<file path="src/core/cprx_regs.svh">
// register offsets, field positions and counts for the protection status bank
`ifndef CPRX_REGS_SVH
`define CPRX_REGS_SVH
`define CPRX_ADDR_CAPS 8'hA0
`define CPRX_ADDR_TOPO 8'hA1
`define CPRX_ADDR_CASC 8'hA2
`define CPRX_ADDR_KVL 8'hA3
`define CPRX_ADDR_DBG 8'hC0
`define CPRX_CAPS_RESET 8'h13
`define CPRX_TOPO_RESET 8'h00
`define CPRX_CASC_RESET 8'h00
`define CPRX_DBG_RESET 8'h00
`define CPRX_CAPS_MASK 8'h73
`define CPRX_CASC_MASK 8'h0F
`define CPRX_DBG_MASK 8'h0F
`define CPRX_CAPS_RPTR 6
`define CPRX_CAPS_KVL_READY 5
`define CPRX_CAPS_FAST_BUS 4
`define CPRX_CAPS_FEATURES 1
`define CPRX_CAPS_QREAUTH 0
`define CPRX_TOPO_MAXDEV 7
`define CPRX_CASC_MAXCASC 3
`define CPRX_DBG_CHKSUM 3
`define CPRX_DBG_QLINK 2
`define CPRX_DBG_TMR 1
`define CPRX_DBG_QBUS 0
`define CPRX_SHORT_FAST 8'h02
`define CPRX_LONG_FAST 8'h10
`define CPRX_SHORT_SLOW 8'h10
`define CPRX_LONG_SLOW 8'h80
`define CPRX_KVL_DEPTH 128
`define CPRX_KVL_AW 7
`endif

</file>
<file path="src/core/cprx_pkg.sv">
// types for the protection status bank
package cprx_pkg;
    typedef logic [7:0] cprx_byte_t;
    typedef logic [6:0] cprx_ptr_t;
endpackage : cprx_pkg

</file>
<file path="src/core/cprx_kvl_mem.sv">
// key-vector list storage, registered read data
`timescale 1ns/10ps
`default_nettype none
`include "cprx_regs.svh"
module cprx_kvl_mem
(
    // clock
    input wire logic clk,
    // write side
    input wire logic wr_en,
    input wire cprx_pkg::cprx_ptr_t wr_addr,
    input wire cprx_pkg::cprx_byte_t wr_data,
    // read side
    input wire cprx_pkg::cprx_ptr_t rd_addr,
    output logic [7:0] rd_data
);
    logic [7:0] mem [0:`CPRX_KVL_DEPTH-1];
    always_ff @(posedge clk)
    begin
        if (wr_en)
        begin
            mem[wr_addr] <= wr_data;
        end
        rd_data <= mem[rd_addr];
    end
endmodule : cprx_kvl_mem
`default_nettype wire

</file>
<file path="src/core/cprx_frame_sched.sv">
// link-check schedule: frame counter and check pulses
`timescale 1ns/10ps
`default_nettype none
`include "cprx_regs.svh"
module cprx_frame_sched
(
    // clock and reset
    input wire logic clk,
    input wire logic resetn,
    // control
    input wire logic quick_link_check,
    input wire logic frame_start,
    // check pulses
    output logic short_check,
    output logic long_check
);
    typedef struct packed
    {
        logic [7:0] frames;
        logic short_p;
        logic long_p;
    } cprx_sched_t;
    cprx_sched_t s_reg, s_next;
    logic [7:0] short_per;
    logic [7:0] long_per;
    always_comb
    begin
        short_per = quick_link_check ? `CPRX_SHORT_FAST : `CPRX_SHORT_SLOW;
        long_per = quick_link_check ? `CPRX_LONG_FAST : `CPRX_LONG_SLOW;
        s_next = s_reg;
        s_next.short_p = 1'b0;
        s_next.long_p = 1'b0;
        if (frame_start)
        begin
            // periods are powers of two, so a free counter serves both
            s_next.frames = s_reg.frames + 8'h01;
            s_next.short_p = (s_reg.frames & (short_per - 8'h01))
                == (short_per - 8'h01);
            s_next.long_p = (s_reg.frames & (long_per - 8'h01))
                == (long_per - 8'h01);
        end
    end
    always_ff @(posedge clk or negedge resetn)
    begin
        if (!resetn)
        begin
            s_reg <= '0;
        end
        else
        begin
            s_reg <= s_next;
        end
    end
    assign short_check = s_reg.short_p;
    assign long_check = s_reg.long_p;
endmodule : cprx_frame_sched
`default_nettype wire

</file>
<file path="src/core/cprx_status_bank.sv">
// content-protection receiver status and debug register bank
// Summary of operation
// - capabilities bit 6 shows repeater support, valid once key-ready is set.
// - capabilities bit 5 reads the downstream ready report and clears when a new list starts.
// - capabilities bit 4 reports fast bus support and is otherwise unused.
// - capabilities bit 1 reports enhanced signaling, cipher and checking.
// - capabilities bit 0 reports clear video during re-authentication.
// - topology count bit 7 flags too many downstream devices.
// - topology count bits 6:0 hold device count, zero for a non-repeater.
// - cascade status bit 3 flags more than seven repeater levels.
// - cascade status bits 2:0 give the depth of levels below the repeater.
// - each list port read returns the next list byte.
// - debug bit 3 enables per-line colour channel checksums.
// - debug bit 2 set gives short check every 2, long every 16 frames.
// - debug bit 2 clear gives short every 16, long every 128 frames.
// - debug bit 1 shortens the authentication timers.
// - debug bit 0 selects fast or standard protection-bus timing.
// - the fast-timing bit is mirrored into the indirect status view.
`timescale 1ns/10ps
`default_nettype none
`include "cprx_regs.svh"
module cprx_status_bank
(
    // clock and reset
    input wire logic clk,
    input wire logic resetn,
    // register access from the control bus slave
    input wire logic reg_rd,
    input wire logic reg_wr,
    input wire cprx_pkg::cprx_byte_t reg_addr,
    input wire cprx_pkg::cprx_byte_t reg_wdata,
    output logic [7:0] reg_rdata,
    // back-channel updates from downstream receiver
    input wire logic caps_load,
    input wire cprx_pkg::cprx_byte_t caps_in,
    input wire logic status_load,
    input wire cprx_pkg::cprx_byte_t topo_in,
    input wire cprx_pkg::cprx_byte_t casc_in,
    input wire logic kvl_start,
    input wire logic kvl_wr,
    input wire cprx_pkg::cprx_byte_t kvl_byte,
    input wire logic key_ready,
    input wire logic tx_reset,
    // video timing
    input wire logic frame_start,
    // controls to the transmitter
    output logic line_checksum_enable,
    output logic timer_accelerate,
    output logic protection_bus_quick_timing,
    output logic indirect_status_quick_timing,
    output logic quick_link_check,
    output logic short_link_check_now,
    output logic long_link_check_now,
    output logic repeater_valid
);
    typedef struct packed
    {
        logic [7:0] caps;
        logic [7:0] topo;
        logic [7:0] casc;
        logic [7:0] dbg;
        cprx_pkg::cprx_ptr_t rd_ptr;
        cprx_pkg::cprx_ptr_t wr_ptr;
        logic kvl_pending;
        logic [7:0] rdata;
        logic rptr_valid;
    } cprx_state_t;
    cprx_state_t st_reg, st_next;
    logic [7:0] kvl_rd_data;
    logic sched_short;
    logic sched_long;

    function automatic logic hit(input logic [7:0] a, input logic [7:0] b);
        hit = (a == b);
    endfunction : hit

    cprx_kvl_mem u_mem
    (
        .clk(clk),
        .wr_en(kvl_wr),
        .wr_addr(st_reg.wr_ptr),
        .wr_data(kvl_byte),
        .rd_addr(st_reg.rd_ptr),
        .rd_data(kvl_rd_data)
    );

    cprx_frame_sched u_sched
    (
        .clk(clk),
        .resetn(resetn),
        .quick_link_check(st_reg.dbg[`CPRX_DBG_QLINK]),
        .frame_start(frame_start),
        .short_check(sched_short),
        .long_check(sched_long)
    );

    always_comb
    begin
        st_next = st_reg;
        st_next.kvl_pending = 1'b0;
        if (caps_load)
        begin
            // bit 4 kept for software, never steers the link bus
            st_next.caps = caps_in & `CPRX_CAPS_MASK;
        end
        if (status_load)
        begin
            st_next.topo = topo_in;
            if (!st_reg.caps[`CPRX_CAPS_RPTR])
            begin
                st_next.topo[6:0] = 7'h00;
            end
            st_next.casc = casc_in & `CPRX_CASC_MASK;
        end
        // repeater bit only trusted after key-ready
        st_next.rptr_valid = key_ready & st_reg.caps[`CPRX_CAPS_RPTR];
        if (kvl_wr)
        begin
            st_next.wr_ptr = st_reg.wr_ptr + 7'h01;
        end
        if (reg_wr && hit(reg_addr, `CPRX_ADDR_DBG))
        begin
            st_next.dbg = reg_wdata & `CPRX_DBG_MASK;
        end
        st_next.rdata = 8'h00;
        if (reg_rd)
        begin
            if (hit(reg_addr, `CPRX_ADDR_CAPS))
            begin
                st_next.rdata = st_reg.caps;
            end
            else if (hit(reg_addr, `CPRX_ADDR_TOPO))
            begin
                st_next.rdata = st_reg.topo;
            end
            else if (hit(reg_addr, `CPRX_ADDR_CASC))
            begin
                st_next.rdata = st_reg.casc;
            end
            else if (hit(reg_addr, `CPRX_ADDR_KVL))
            begin
                // memory data is one cycle behind; hold it in the slot
                st_next.kvl_pending = 1'b1;
                st_next.rd_ptr = st_reg.rd_ptr + 7'h01;
            end
            else if (hit(reg_addr, `CPRX_ADDR_DBG))
            begin
                st_next.rdata = st_reg.dbg;
            end
        end
        else
        begin
            st_next.rdata = st_reg.rdata;
        end
        if (st_reg.kvl_pending)
        begin
            st_next.rdata = kvl_rd_data;
        end
        if (kvl_start || tx_reset)
        begin
            st_next.rd_ptr = '0;
            if (kvl_start)
            begin
                st_next.wr_ptr = '0;
                // a ready report landing with the new list wins over the clear
                st_next.caps[`CPRX_CAPS_KVL_READY] =
                    caps_load & caps_in[`CPRX_CAPS_KVL_READY];
            end
        end
    end

    always_ff @(posedge clk or negedge resetn)
    begin
        if (!resetn)
        begin
            st_reg.caps <= `CPRX_CAPS_RESET;
            st_reg.topo <= `CPRX_TOPO_RESET;
            st_reg.casc <= `CPRX_CASC_RESET;
            st_reg.dbg <= `CPRX_DBG_RESET;
            st_reg.rd_ptr <= '0;
            st_reg.wr_ptr <= '0;
            st_reg.kvl_pending <= 1'b0;
            st_reg.rdata <= 8'h00;
            st_reg.rptr_valid <= 1'b0;
        end
        else
        begin
            st_reg <= st_next;
        end
    end

    // outputs straight from flip-flops
    always_ff @(posedge clk or negedge resetn)
    begin
        if (!resetn)
        begin
            line_checksum_enable <= 1'b0;
            timer_accelerate <= 1'b0;
            protection_bus_quick_timing <= 1'b0;
            indirect_status_quick_timing <= 1'b0;
            quick_link_check <= 1'b0;
            short_link_check_now <= 1'b0;
            long_link_check_now <= 1'b0;
            repeater_valid <= 1'b0;
        end
        else
        begin
            line_checksum_enable <= st_next.dbg[`CPRX_DBG_CHKSUM];
            timer_accelerate <= st_next.dbg[`CPRX_DBG_TMR];
            protection_bus_quick_timing <= st_next.dbg[`CPRX_DBG_QBUS];
            // same source bit keeps both views identical
            indirect_status_quick_timing <= st_next.dbg[`CPRX_DBG_QBUS];
            quick_link_check <= st_next.dbg[`CPRX_DBG_QLINK];
            short_link_check_now <= sched_short;
            long_link_check_now <= sched_long;
            repeater_valid <= st_next.rptr_valid;
        end
    end
    assign reg_rdata = st_reg.rdata;
endmodule : cprx_status_bank
`default_nettype wire

</file>
<file path="config.mk">
export PLATFORM = sky130hd
export DESIGN_NAME = cprx_status_bank
export DESIGN_NICKNAME = d
export VERILOG_FILES = /design/src/core/cprx_pkg.sv /design/src/core/cprx_kvl_mem.sv /design/src/core/cprx_frame_sched.sv /design/src/core/cprx_status_bank.sv
export VERILOG_INCLUDE_DIRS = /design/src /design/src/core
export SDC_FILE = /design/constraint.sdc
export NUM_CORES = 1
export LEC_CHECK = 0
export BUFFER_PORTS_ARGS = -buffer_cell sky130_fd_sc_hd__buf_2
export CELL_PAD_IN_SITES_DETAIL_PLACEMENT = 0
export CELL_PAD_IN_SITES_GLOBAL_PLACEMENT = 1
export CORE_UTILIZATION = 51
export DETAILED_ROUTE_END_ITERATION = 12
export PLACE_DENSITY_LB_ADDON = 0.1
export SYNTH_ARGS = -nofsm -noshare
export SYNTH_HDL_FRONTEND = slang
export SYNTH_SLANG_ARGS = --single-unit
</file>
<file path="constraint.sdc">
create_clock -name clk -period 2.58 [get_ports clk]
set_input_delay 0.387 -clock clk [delete_from_list [all_inputs] [get_ports clk]]
set_output_delay 0.387 -clock clk [all_outputs]
set_load 0.01 [all_outputs]
</file>
==> reports/metrics.yaml, run 1 <==
run_status:
  status: "completed"
min_path:
  hold_end: "st_reg[53]"
  hp-start: "caps_load"
  min_path_type: "in2reg"
  holdPathStages: 2
finish:
  largest_register_ffs: 1024
  syn_to_final_growth_pct: 19.3
  fin_util_pct: 61.8
  drive_above_1_share_pct: 33.2
  layout.nets: 2658
clocking:
  path_clk_slew_ps: 60
  cts_root_buf: "clkbuf_16"
  worst_skew_pair.late_latency_ps: 680
  h-tree-depth: 3
  tritoncts: "yes"
  cts_buffers: 109
  cts.sinks: 1088
  clock_path_buffers: 3
worst_setup_path:
  r2r-start: "st_reg[17]"
  critPathLaunchType: "flop"
  slowest_stage: "dfrtp_4"
  slowest_delay_ps: 490
  crit_type: "reg2reg"
  end_kind: "flop"
  cp_max_fo: 6
  reg2regPathDepth: 10
  crit_chain: "buf_6 > buf_8 > buf_8 > buf_12 > buf_8 > buf_6 > mux4_2 > mux2i_4 > o22ai_2 > o32a_1"
  cp_data_required_time_ps: 3110
  r2r_end: "u_mem.rd_data[4]"
  crit_top_cell: "buf_8"
  cp.arrival_ps: 3100
  reg2reg_slack_ps: 20
power:
  p_leak_nw: 16.6
  peakVddDrop_mv: 0.544
  finalPower_mw: 35.9
  p_per_area_mw_per_mm2: 704
timing:
  fin_ws_ps: 16.5
  finalMaxSlewViolations: 0
  skew_ps: 33.9
  setup_violations: 0
  fin_crit_sh_pct: 99.4
  worst_slew_pin_slew_ps: 726
  fmax_ghz: 0.390
  slew_headroom_pct: 51.6
  min_period_ps: 2560
  rsz0062_at_grt: "true"
  hold_violations: 0
synthesis:
  synth_fa_ha_area_share_pct: 0.0877
  synth-compound-area-share_pct: 3.82
  synth.ff_latch_count: 1088
  ys_warn_count: 0
  synthSimpleGateAreaFrac_pct: 3.56
  muxShareOfSynthArea_pct: 14.6
  synth_edf_count: 1024
  async_flop_share_pct: 5.15
  ys_seq_area_share_pct: 75.5
  avgSynthCellArea_um2: 19.7
  synth_top_area_share_pct: 71.8
  synth_xor_area_share_pct: 0.327
  synth_top_family_by_area: "multiplexers"
  synth_top_area_cell: "edfxtp_1"
  synth_nets: 2238
  synthFlopType: "edfxtp_1"
  synth_cell_types: 77
  ys_top_cells_by_area: "edfxtp_1, mux4_2, dfrtp_1"
  syn_inst: 2176
  syn_area_mm2: 0.0428
global_route:
  overflow: 0
  grt_usage_pct: 25.0
  grt_pass1_wl_mm: 153
  grt_antenna_before_repair: 1
  grt_pass1_vias: 22700
  grt_start_max_net_pins: 129
floorplan:
  fp.dieH_um: 292
  die_x_um: 292
  row_count: 105
  fp.coreArea_mm2: 0.0826
  io_pins: 75
  dieArea_mm2: 0.0851
  initial_core_util_pct: 51.8
route:
  vias_per_cell: 5.99
  drt_wl_total_mm: 106
  drt_pass1_iterations: 5
  vias: 22500
  drt_iter0_markers: 1906
  drc: 0
  postRouteAntennaNets: 0
  wire_per_inst_um: 28.1
placement:
  place_ws_ps: -728
  place_congestion: 0.857
  hpwl_mm: 67.6
  io_buffer_count: 63
run:
  cap_violations: 0
through the flow:
| step | instances | instance area [um2] | hold slack [ps] | setup TNS, ps |
|---|---|---|---|---|
| 2_1_floorplan | 2176 | 42800 | 91.4 | 0 |
| 3_3_place_gp | 3501 | 46500 | 337 | -2390 |
| 3_5_place_dp | 3501 | 46500 | 339 | -2220 |
| 4_1_cts | 3731 | 50500 | 14.4 | 0 |
| 5_1_grt | 3760 | 51100 | 41.7 | -20.7 |
| 6_report | 3760 | 51100 | 59.0 | 0 |
per-layer routing:
layer  global-route usage (%)  vias up  wire length [um]
met2                     40.0      778             50400
met4                     6.41        0              2290
met1                     36.8    11900             46600
met3                     3.17      136              6510
met5                        0        -                 0
li1                         -     9739                 -
where the power goes:
part	total, mW	leakage (nW)	switching (mW)	internal (mW)
combinational	0.785	4.87	0.530	0.255
clock	15.6	1.73	6.46	9.15
sequential	19.5	10.0	0.113	19.4
synthesized netlist by cell type (all sizes together), types with 27 or more instances:
library cell / n
edfxtp: 1024
mux4: 194
nor2: 167
mux2i: 120
buf: 87
mux2: 60
dfrtp: 53
o22ai: 48
nand2: 44
clkbuf: 41
nand3: 31
o21ai: 27
layout by cell type, fill, tap and decap left out, drive strengths merged, types with 9 or more instances in the layout:
master,n
o221ai,13
o21ai,27
dfrtp,53
mux2,60
bufinv,12
o22ai,48
a211o,12
edfxtp,1024
a22oi,23
mux4,194
buf,411
nor2b,18
a22o,16
clkinv,48
nand3,31
clkbuf,138
dlygate4sd3,24
a2111oi,9
a211oi,17
a21oi,22
mux2i,120
inv,20
nand2,44
xor2,9
nor3,11
nor2,167
kinds of logic after synthesis:
family | after synthesis
xor+xnor | 16
simple gates | 322
flops | 1088
compound gates | 229
mux | 374
buf+inv | 144
fa+ha+maj | 3
critical path, delay by kind of cell (launching register included):
family          cells  cell delay (ps)
compound gates      2              520
buf+inv             6              780
flops               1              490
mux                 2              640
layout make-up:
class | count | area (um2)
sequential | 1088 | 32300
inverter | 16 | 60.1
multi-input combinational | 944 | 9940
antenna | 1 | 2.50
tap | 1070 | 1340
fill | 5850 | 31600
timing repair buffer | 437 | 3850
clock buffer | 136 | 2900
clock inverter | 68 | 647
repair_timing:
| item | 4_1_cts | 5_1_grt |
|---|---|---|
| endpoints found under the hold margin | 49 | 0 |
| hold buffers | 24 | 0 |
| gates resized for setup | 32 | 58 |
| cloned | 0 | 2 |
| pin swaps | 3 | 13 |
| endpoints found under the setup margin | 8 | 8 |
| buffers inserted | 3 | 29 |
how the worst max path moves through the flow:
stage / depth (start not counted) / from / end / slack, ps
finish: 10 / st_reg[17] / u_mem.rd_data[4] / 20
global route: 10 / st_reg[17] / u_mem.rd_data[4] / -20
CTS: 9 / st_reg[17] / u_mem.rd_data[3] / 8
detailed placement: 7 / st_reg[17] / u_mem.rd_data[7] / -730
global placement: 7 / st_reg[17] / u_mem.rd_data[7] / -740
floorplan: 5 / kvl_wr / u_mem.mem[75][0] / 460
Note: power is estimated with default switching activity, not from simulation.
==> inputs of run 2 (changes only) <==
--- a/config.mk
+++ b/config.mk
@@ -9,9 +9,9 @@
 export BUFFER_PORTS_ARGS = -buffer_cell sky130_fd_sc_hd__buf_2
 export CELL_PAD_IN_SITES_DETAIL_PLACEMENT = 0
 export CELL_PAD_IN_SITES_GLOBAL_PLACEMENT = 1
-export CORE_UTILIZATION = 51
+export CORE_UTILIZATION = 30
 export DETAILED_ROUTE_END_ITERATION = 12
-export PLACE_DENSITY_LB_ADDON = 0.1
+export PLACE_DENSITY = 0.58
 export SYNTH_ARGS = -nofsm -noshare
 export SYNTH_HDL_FRONTEND = slang
 export SYNTH_SLANG_ARGS = --single-unit
==> reports/metrics.yaml, run 2 (same netlist as run 1, synthesis figures left out) <==
route:
  drt_wl_total_mm: 114  # +7.7%
  wire_per_inst_um: 24.7  # -12%
  drt_iter0_markers: 2201  # +15%
  vias_per_cell: 4.90  # -18%
  postRouteAntennaNets: 0  # unchanged
  vias: 22600  # +0.23%
  drc: 0  # unchanged
  drt_pass1_iterations: 5  # unchanged
power:
  p_leak_nw: 16.8  # +1.1%
  p_per_area_mw_per_mm2: 691  # -1.8%
  finalPower_mw: 36.2  # +0.83%
  peakVddDrop_mv: 0.513  # -5.9%
global_route:
  grt.busiest_layer: "met2"
  grt_pass1_wl_mm: 164  # +7.1%
  grt_use_met3_pct: 2.21  # -0.96 points
  grt_pass1_vias: 23200  # +2.2%
  use_met1_pct: 21.6  # -15 points
  overflow: 0  # unchanged
  grt_antenna_before_repair: 5  # +4
  gr-usage-met2_pct: 25.3  # -15 points
  grt_start_max_net_pins: 129  # unchanged
  grt_usage_pct: 15.5  # -9.5 points
clocking:
  cts_root_buf: "clkbuf_16"
  worst_skew_pair.late_latency_ps: 720  # +40 ps
  cts.sinks: 1088  # unchanged
  path_clk_slew_ps: 60  # about the same
  h-tree-depth: 3  # unchanged
  cts_buffers: 111  # +1.8%
  tritoncts: "yes"
  clock_path_buffers: 3  # unchanged
worst_setup_path:
  end_kind: "flop"
  slowest_stage: "dfrtp_4"
  r2r_end: "u_mem.rd_data[4]"
  cp_max_fo: 10  # +4
  crit_path_end: "u_mem.rd_data[4]"
  crit_path_start: "st_reg[17]"
  cp.arrival_ps: 3210  # +110 ps
  r2r-start: "st_reg[17]"
  crit_type: "reg2reg"
  crit_chain: "buf_6 > buf_12 > bufbuf_16 > nand3b_4 > o221ai_1 > a211oi_1 > a311oi_4 > o32a_1"
  slowest_delay_ps: 530  # +40 ps
  cp_data_required_time_ps: 3210  # +100 ps
  reg2regPathDepth: 8  # -2
  reg2reg_slack_ps: 4  # about the same
  critPathLaunchType: "flop"
finish:
  diodes: 0  # -1
  drive_above_1_share_pct: 34.1  # +0.90 points
  largest_register_ffs: 1024  # unchanged
  fillers: 13100  # +120%
  syn_to_final_growth_pct: 22.4
  final_common_cell: "edfxtp_1"
  final_cell_area_mm2: 0.0524  # +2.7%
  most-common-layout-cells: "edfxtp_1, buf_4, mux4_2"
  layout.nets: 2683  # +0.94%
placement:
  io_buffer_count: 63  # unchanged
  hpwl_mm: 72.4  # +7.1%
  place_congestion: 0.825  # -3.8%
  place_area_mm2: 0.0476  # +2.2%
  place_ws_ps: -627  # +101 ps
timing:
  tns_ps: 0  # unchanged
  finalMaxSlewViolations: 0  # unchanged
  hold_violations: 0  # unchanged
  worst_slew_pin_slew_ps: 874  # +147 ps
  whs_ps: 56.4  # -2.64 ps
  fin_ws_ps: 4.08  # -12.4 ps
  slew_headroom_pct: 41.8  # -9.8 points
  min_period_ps: 2580  # +12.4 ps
  rsz0062_at_grt: "true"
  fmax_ghz: 0.388  # -0.48%
  setup_violations: 0  # unchanged
  fin_crit_sh_pct: 99.8  # +0.48 points
  skew_ps: 31.6  # -2.31 ps
floorplan:
  fp.coreArea_mm2: 0.142  # +71%
  initial_core_util_pct: 30.2  # -22 points
  row_count: 138  # +31%
  fp.dieH_um: 380  # +30%
  io_pins: 75  # unchanged
  die_x_um: 380  # +30%
  dieArea_mm2: 0.144  # +69%
run_status:
  status: "completed"
run:
  cap_violations: 0  # unchanged
min_path:
  min_path_type: "in2reg"
[run 2: power breakdown]
part | switching (mW) | leakage [nW] | internal (mW)
logic | 0.544 | 5.03 | 0.266
registers | 0.110 | 10.0 | 19.4
clock network | 6.69 | 1.76 | 9.19
total | 7.35 | 16.8 | 28.9
[run 2: worst min path at each step]
stage / from / endpoint / slack, ps / cells after the start
2_1_floorplan: resetn / long_link_check_now / 90 / 0
3_3_place_gp: u_sched.long_check / long_link_check_now / 340 / 0
3_5_place_dp: u_sched.long_check / long_link_check_now / 340 / 0
4_1_cts: caps_load / st_reg[48] / 3 / 2
5_1_grt: caps_load / st_reg[48] / 30 / 2
6_report: caps_load / st_reg[48] / 60 / 2
[run 2: final cells by class]
cell class              instances  area, um2  area share (%)
flip-flops and latches       1088      32300            61.7
multi-input cells             944       9960            19.0
repair buffers                460       4100            7.82
clock buffers                 140       2990            5.71
well taps                    1890       2360            4.51
clock inverters                70        617            1.18
inverters                      16       60.1           0.115
[run 2: timing repair]
item | in CTS | in global routing
endpoints found under the setup margin | 7 | 8
pin swaps | 8 | 17
hold buffers | 26 | 0
buffers inserted | 17 | 25
gates cloned | 3 | 3
gates resized for setup | 52 | 40
hold endpoints to repair | 55 | 0
[run 2: worst max-delay path, delay by kind of cell (launching register included)]
| family | cells | cell delay [ps] |
|---|---|---|
| buffers and inverters | 3 | 570 |
| and+or+nand+nor | 1 | 230 |
| AOI/OAI and AO/OA | 4 | 1160 |
| DFF | 1 | 530 |
[run 2: metrics by stage]
step	cells	utilization, %
2_1_floorplan	2176	-
3_3_place_gp	4328	33.6
3_5_place_dp	4328	33.6
4_1_cts	4584	36.7
5_1_grt	4608	37.0
6_report	4608	37.0
[run 2: metal layers]
| metal | routed length (um) | vias up | share of wire [%] |
|---|---|---|---|
| li1 | - | 9792 | - |
| met1 | 50200 | 11900 | 44 |
| met2 | 54800 | 717 | 48 |
| met3 | 6270 | 161 | 5.5 |
| met4 | 2660 | 6 | 2.3 |
| met5 | 32 | - | 0.028 |
